$ cat config.mk
export PLATFORM = sky130hd
export DESIGN_NAME = break_match_and_latch_guard
export DESIGN_NICKNAME = d
export VERILOG_FILES = /design/src/hdl/break_guard_pkg.sv /design/src/hdl/break_match_and_latch_guard.sv
export VERILOG_INCLUDE_DIRS = /design/src /design/src/hdl
export SDC_FILE = /design/constraint.sdc
export NUM_CORES = 1
export LEC_CHECK = 0
export BUFFER_PORTS_ARGS = -buffer_cell sky130_fd_sc_hd__buf_2
export CAP_MARGIN = 30
export CORE_MARGIN = 2
export CORE_UTILIZATION = 45
export DETAILED_ROUTE_END_ITERATION = 12
export PLACE_DENSITY_LB_ADDON = 0.1
export SLEW_MARGIN = 20
export SYNTH_ARGS = -nofsm -noshare
export SYNTH_HDL_FRONTEND = slang
export SYNTH_SLANG_ARGS = --single-unit
$ cat constraint.sdc
create_clock -name clk -period 4.25 [get_ports clk]
set_input_delay 0.425 -clock clk [delete_from_list [all_inputs] [get_ports clk]]
set_output_delay 0.425 -clock clk [all_outputs]
set_load 0.01 [all_outputs]
$ cat src/hdl/break_guard_map.svh
/*
 * Register offsets, field positions and reset values of the break match and latch guard.
 * Assumes it is included by bare name from the design file and the bench.
 */
`ifndef BREAK_GUARD_MAP_SVH
`define BREAK_GUARD_MAP_SVH

// Register offsets on the plain register port.
`define OFS_STATUS_CONTROL 4'h0
`define OFS_ADDR_HIGH 4'h1
`define OFS_ADDR_LOW 4'h2
`define OFS_STATE 4'h3
`define OFS_FLAG_CONTROL 4'h4
`define OFS_IRQ_CONTROL 4'h5
`define OFS_EVT_STATUS 4'h6
`define OFS_EVT_MASK 4'h7

// Field positions.
`define BIT_MATCH_ENABLE 7
`define BIT_ACTIVE_FLAG 6
`define BIT_CLEAR_ENABLE 7
`define BIT_STATE 1
`define BIT_LATCH_ACK 2
`define BIT_LATCH_FLAG 3
`define BIT_EVT_BREAK 0
`define BIT_EVT_LATCH 1

// Reset values.
`define RST_BYTE 8'h00

`endif

$ cat src/hdl/break_guard_pkg.sv
/*
 * Types shared by the break match and latch guard.
 * Assumes the map header sits beside it.
 */
package break_guard_pkg;

    // One access on the register port.
    typedef struct packed {
        logic [3:0] addr;
        logic [7:0] wdata;
        logic wr;
        logic rd;
    } reg_req_s;

    // One CPU bus cycle as seen by the comparator.
    typedef struct packed {
        logic valid;
        logic [15:0] addr;
        logic vectorFetch;
    } bus_cycle_s;

endpackage

$ cat src/hdl/break_match_and_latch_guard.sv
/*
 * Break module: address comparator, break active flag, break interrupt and the guard
 * that decides whether software may clear the external interrupt latch in break state.
 * Assumes one 100 MHz clock, a synchronous register port, and an interrupt request pin
 * that may come from outside the clock domain.
 */
// The placing of the registers and the address-and-strobe port were decided locally.
`timescale 1ns/100ps
`include "break_guard_map.svh"

// What this block does
// [RULE1] Enabled full-address match requests a break.
// [RULE2] Enable at bit 7, read/write.
// [RULE3] Active flag set on enabled match.
// [RULE4] Writing one to active flag breaks.
// [RULE5] Software clears active flag before exiting.
// [RULE6] Reset clears enable and active flag.
// [RULE7] Clear enable lets acknowledge clear latch.
// [RULE8] Latch cleared in break stays cleared.
// [RULE9] Clear enable zero protects latch in break.
// [RULE10] Acknowledge outside break clears latch.
// [RULE11] Compare address is high byte over low.
module break_match_and_latch_guard (
    input wire logic clk,
    input wire logic reset_n,
    input wire break_guard_pkg::reg_req_s regReq,
    output logic [7:0] regRdata,
    input wire break_guard_pkg::bus_cycle_s busCycle,
    input wire logic irqPin_n,
    output logic breakRequest,
    output logic breakState,
    output logic latchPending,
    output logic irqOut
);

    // Software-visible state.
    logic matchEnable_reg;
    logic activeFlag_reg;
    logic clearEnable_reg;
    logic stateForce_reg;
    logic [7:0] addrHigh_reg;
    logic [7:0] addrLow_reg;
    logic latch_reg;
    logic [1:0] evtStatus_reg;
    logic [1:0] evtMask_reg;
    logic [7:0] rdata_next;
    // Synchroniser for the external pin and its edge history.
    logic [2:0] pinSync_reg;
    logic pinLevel_reg;

    // Decoded strobes.
    logic wrStatus;
    logic wrIrqCtl;
    logic matchHit;
    logic ackWrite;
    logic ackAllowed;
    logic pinFall;
    logic [1:0] evtSet;

    assign wrStatus = regReq.wr && (regReq.addr == `OFS_STATUS_CONTROL);
    assign wrIrqCtl = regReq.wr && (regReq.addr == `OFS_IRQ_CONTROL);

    // Comparison runs every bus cycle on the concatenated address.
    assign matchHit = matchEnable_reg && busCycle.valid
        && (busCycle.addr == {addrHigh_reg, addrLow_reg}); // [RULE1] [RULE11]

    // Break state lasts while the flag is up; a debugger may also force it.
    // The forced bit lets a debugger hold the latch guard without a recorded match.
    assign breakState = activeFlag_reg || stateForce_reg;

    // A request leaves on a match or on a software write of one to the flag.
    assign breakRequest = matchHit
        || (wrStatus && regReq.wdata[`BIT_ACTIVE_FLAG]); // [RULE1] [RULE4]

    // The acknowledge is honoured unless break state protects the latch.
    assign ackWrite = wrIrqCtl && regReq.wdata[`BIT_LATCH_ACK];
    assign ackAllowed = !breakState || clearEnable_reg; // [RULE7] [RULE9] [RULE10]

    // The pin counts as changed only once the second and third stages agree.
    assign pinFall = (pinSync_reg[1] == pinSync_reg[2]) && !pinSync_reg[2] && pinLevel_reg;

    assign evtSet = {pinFall, breakRequest};

    // Three-stage pin synchroniser; stage 0 feeds only stage 1.
    // Resetting to the pin's idle high level keeps a false edge from following reset.
    always_ff @(posedge clk or negedge reset_n) begin
        if (!reset_n) begin
            pinSync_reg <= 3'b111;
        end else begin
            pinSync_reg <= {pinSync_reg[1:0], irqPin_n};
        end
    end

    // Last agreed pin level, used to see a falling edge once.
    always_ff @(posedge clk or negedge reset_n) begin
        if (!reset_n) begin
            pinLevel_reg <= 1'b1;
        end else if (pinSync_reg[1] == pinSync_reg[2]) begin
            pinLevel_reg <= pinSync_reg[2];
        end
    end

    // Enable bit: plain read/write at bit 7, cleared by reset.
    always_ff @(posedge clk or negedge reset_n) begin
        if (!reset_n) begin
            matchEnable_reg <= 1'b0; // [RULE6]
        end else if (wrStatus) begin
            matchEnable_reg <= regReq.wdata[`BIT_MATCH_ENABLE]; // [RULE2]
        end
    end

    // Active flag: a match wins over a simultaneous software clear.
    always_ff @(posedge clk or negedge reset_n) begin
        if (!reset_n) begin
            activeFlag_reg <= 1'b0; // [RULE6]
        end else if (matchHit) begin
            activeFlag_reg <= 1'b1; // [RULE3]
        end else if (wrStatus) begin
            activeFlag_reg <= regReq.wdata[`BIT_ACTIVE_FLAG]; // [RULE4] [RULE5]
        end
    end

    // Break address bytes.
    always_ff @(posedge clk or negedge reset_n) begin
        if (!reset_n) begin
            addrHigh_reg <= `RST_BYTE;
            addrLow_reg <= `RST_BYTE;
        end else if (regReq.wr) begin
            if (regReq.addr == `OFS_ADDR_HIGH) begin
                addrHigh_reg <= regReq.wdata;
            end
            if (regReq.addr == `OFS_ADDR_LOW) begin
                addrLow_reg <= regReq.wdata;
            end
        end
    end

    // Flag control and forced break state.
    always_ff @(posedge clk or negedge reset_n) begin
        if (!reset_n) begin
            clearEnable_reg <= 1'b0; // [RULE9]
            stateForce_reg <= 1'b0;
        end else if (regReq.wr) begin
            if (regReq.addr == `OFS_FLAG_CONTROL) begin
                clearEnable_reg <= regReq.wdata[`BIT_CLEAR_ENABLE];
            end
            if (regReq.addr == `OFS_STATE) begin
                stateForce_reg <= regReq.wdata[`BIT_STATE];
            end
        end
    end

    // External interrupt latch. A new falling edge beats a same-cycle clear.
    // Nothing reloads it when break state ends, so a clear made in break sticks.
    always_ff @(posedge clk or negedge reset_n) begin
        if (!reset_n) begin
            latch_reg <= 1'b0;
        end else if (pinFall) begin
            latch_reg <= 1'b1;
        end else if ((ackWrite || busCycle.vectorFetch) && ackAllowed) begin
            latch_reg <= 1'b0; // [RULE7] [RULE8] [RULE10]
        end
    end

    // The latch is shown as it is held, with no path around the flip-flop.
    assign latchPending = latch_reg;

    // Sticky event bits; set wins over a write-one clear.
    always_ff @(posedge clk or negedge reset_n) begin
        if (!reset_n) begin
            evtStatus_reg <= 2'b00;
        end else if (regReq.wr && regReq.addr == `OFS_EVT_STATUS) begin
            evtStatus_reg <= (evtStatus_reg & ~regReq.wdata[1:0]) | evtSet;
        end else begin
            evtStatus_reg <= evtStatus_reg | evtSet;
        end
    end

    // Event mask.
    always_ff @(posedge clk or negedge reset_n) begin
        if (!reset_n) begin
            evtMask_reg <= 2'b00;
        end else if (regReq.wr && regReq.addr == `OFS_EVT_MASK) begin
            evtMask_reg <= regReq.wdata[1:0];
        end
    end

    // One level interrupt, high while any unmasked event bit is kept.
    // It falls only on reset or when software clears the bit or masks it, never on its own.
    assign irqOut = |(evtStatus_reg & evtMask_reg);

    // Read multiplexer; unmapped offsets read zero.
    // Reads have no side effect, so a debugger may poll any register freely.
    always_comb begin
        rdata_next = `RST_BYTE;
        unique case (regReq.addr)
            `OFS_STATUS_CONTROL: begin
                rdata_next[`BIT_MATCH_ENABLE] = matchEnable_reg;
                rdata_next[`BIT_ACTIVE_FLAG] = activeFlag_reg; // [RULE3]
            end
            `OFS_ADDR_HIGH: rdata_next = addrHigh_reg;
            `OFS_ADDR_LOW: rdata_next = addrLow_reg;
            `OFS_STATE: rdata_next[`BIT_STATE] = breakState;
            `OFS_FLAG_CONTROL: rdata_next[`BIT_CLEAR_ENABLE] = clearEnable_reg;
            `OFS_IRQ_CONTROL: rdata_next[`BIT_LATCH_FLAG] = latch_reg;
            `OFS_EVT_STATUS: rdata_next[1:0] = evtStatus_reg;
            `OFS_EVT_MASK: rdata_next[1:0] = evtMask_reg;
            default: rdata_next = `RST_BYTE;
        endcase
    end

    // Read data stand one cycle after the strobe and only then.
    always_ff @(posedge clk or negedge reset_n) begin
        if (!reset_n) begin
            regRdata <= `RST_BYTE;
        end else if (regReq.rd) begin
            regRdata <= rdata_next;
        end else begin
            regRdata <= `RST_BYTE;
        end
    end
endmodule // break_match_and_latch_guard

==> metrics.yaml <==
period_share_pct: 53.5
rsz0062_at_grt: "no"
antenna_found_initial: 0
status: "complete, no violations"
fillCellCount: 349
synth_async_sr_flop_share_pct: 100
drt_first_iter_violations: 102
endpoint: "breakRequest"
first_pass_iters: 4
die_w_um: 67.2
diodes: 0
pwr-share-comb_pct: 21.4
overflow: 0
syn_area_um2: 1800
synth_top_area_cell: "dfrtp_1"
ctsHoldBuffers: 0
cp_slowest_stage_delay_ns: 0.56
max_freq_mhz: 440
grt_usage_pct: 20.8
core_area_um2: 3740
synth-seq-cells: 37
worstPathRequired_ns: 3.83
worstMarginPinSlew_ns: 0.814
dieHeight_um: 67.2
path_depth: 5
start_util_pct: 48.1
p_leak_nw: 0.993
powerDensity_nw_per_um2: 425
synthCells: 154
h-tree-depth: 2
critPathTopFamily: "simple AND/OR/NAND/NOR gates"
rr_endpoint: "evtStatus_reg[0]"
setup_viol: 0
r2r_slack_ns: 2.79
multi_input_comb_area_um2: 827
synth-edff-count: 0
cts-resized-gates: 0
fp.dieArea_um2: 4520
crit_chain: "xnor2_1 > nand4_1 > or4_4 > o21bai_1 > buf_2"
worstHoldPathType: "input port to asynchronous set/reset pin"
grt_pass1_wl_um: 6750
crit_arrival_ns: 1.85
clk_path_buf_depth: 2
hold_slack_ns: 0.225
routedWlPerCell_um: 16.5
cp-start-kind: "register"
p_clk_share_pct: 27.6
p_int_mw: 0.655
crit_start: "addrLow_reg[7]"
cp-end-kind: "primary output"
synth_area_leaders: "dfrtp_1 46%, mux2_2 14%, xnor2_1 7.8%"
finalCriticalPeriod_ns: 2.27
clock_skew_ns: 0.00880
cts_tree: "built"
drv_slew: 0
crit_type: "register to primary output"
r2r_start: "addrLow_reg[7]"
maxSlewHeadroom_pct: 45.7
final_antenna_net_count: 0
vdd_drop_max_mv: 0.266
syn2layout_area_growth_pct: 19.7
tns_ns: 0
clockRootBuffer: "clkbuf_8"
synth_nets: 190
finish.net_count: 238
cts_setup_buffers: 0
first_global_vias: 1409
dp_hpwl_um: 3120
io_pins: 47
synth_ff_type: "dfrtp_1"
slowest_stage: "or4_4"
p_sw_mw: 0.261
num_rows: 22
grt_max_degree: 38
post-route-drc-count: 0
portBuffers: 46
fin_util_pct: 57.5
ys_warn_count: 0
num_vias: 1377
synth.avg_cell_area_um2: 11.7
synth_cell_types: 37
cap_viol_max_count: 0
netSwitchingFraction_pct: 28.5
synth_top_area_share_pct: 45.9
clock-sinks: 37
reg2reg_depth: 4
crit_path_max_fanout: 3
clk_latency_ns: 0.29
path_buf_inv: 1
cts-buffers-inserted: 5
finalHoldViolCount: 0
seq_area_um2: 931
clk_pin_slew_ns: 0.07
gp_congestion: 0.783
avgViaCountPerCell: 5.49
seq_power_share_pct: 51.0
routed_wl_um: 4140
seq_area_frac_synth_pct: 51.7
drive_gt1_share_pct: 40.9
[power by group through the flow]
stage / Combinational, mW / Clock [mW] / Sequential [mW]
after floorplan: 0.135 / 0 / 0.458
after global placement: 0.193 / 0 / 0.470
after detailed placement: 0.198 / 0 / 0.474
after CTS: 0.199 / 0.256 / 0.468
after global routing: 0.218 / 0.276 / 0.476
final: 0.196 / 0.253 / 0.468
[how the worst min path moves through the flow]
stage,startpoint,to,cells after the start
2_1_floorplan,reset_n,activeFlag_reg,0
3_3_place_gp,pinSync_reg[0],pinSync_reg[1],0
3_5_place_dp,pinSync_reg[0],pinSync_reg[1],0
4_1_cts,irqPin_n,pinSync_reg[0],1
5_1_grt,irqPin_n,pinSync_reg[0],1
6_report,reset_n,evtMask_reg[0],1
[cells in the final DEF, fill, tap and decap left out, types with 2 or more instances in the layout]
cell type,n
a21oi_1,7
a22o_1,3
a22oi_1,3
and3_1,5
buf_2,46
clkbuf_1,2
clkbuf_8,6
dfrtp_1,33
dfstp_2,4
inv_1,4
mux2_2,23
mux2i_1,2
nand2_1,6
nand3_1,4
nand3_2,2
nand4_1,4
nor2_1,8
nor2b_1,2
nor3b_1,3
o21ai_0,3
o21ai_1,2
o22ai_1,2
xnor2_1,16
[metrics by stage]
stage                     area (um^2)  std cells  power [mW]  worst slack [ns]
final                            2150        251       0.916              1.98
after global routing             2150        251       0.969              1.85
after CTS                        2150        251       0.922              1.96
after detailed placement         2060        243       0.672              2.08
after global placement           2060        243       0.663              2.13
after floorplan                  1800        154       0.593              2.41
[Yosys cell counts (all sizes together), types with 3 or more instances]
cell,n
a22o,3
mux2,23
a22oi,3
xnor2,16
inv,4
and3,5
nand4,4
nor3b,3
dfstp,4
nor2,9
dfrtp,33
buf,3
nand2,6
o21ai,5
nand3,6
a21oi,7
[metal layers]
layer  GRT usage (%)  routed length (um)
met1            25.5                1830
met2            35.6                2060
met3            5.67                 192
met4            6.12                  47
met5               0                   0
[cells by family after synthesis]
logic type	count (synthesis)	share of synthesized area [%]
fa+ha+maj	1	0.695
simple gates	42	13.6
mux	25	15.5
flops	37	51.7
xor+xnor	16	7.79
compound gates	24	8.41
buf+inv	9	2.29
[layout make-up]
type                            instances  share of cell area (%)
Clock buffer                            8                    4.18
Inverter                                4                   0.697
Multi-Input combinational cell        108                    38.4
Sequential cell                        37                    43.2
Tap cell                               48                    2.79
Timing Repair Buffer                   46                    10.7
Note: power is estimated with default switching activity, not from simulation.
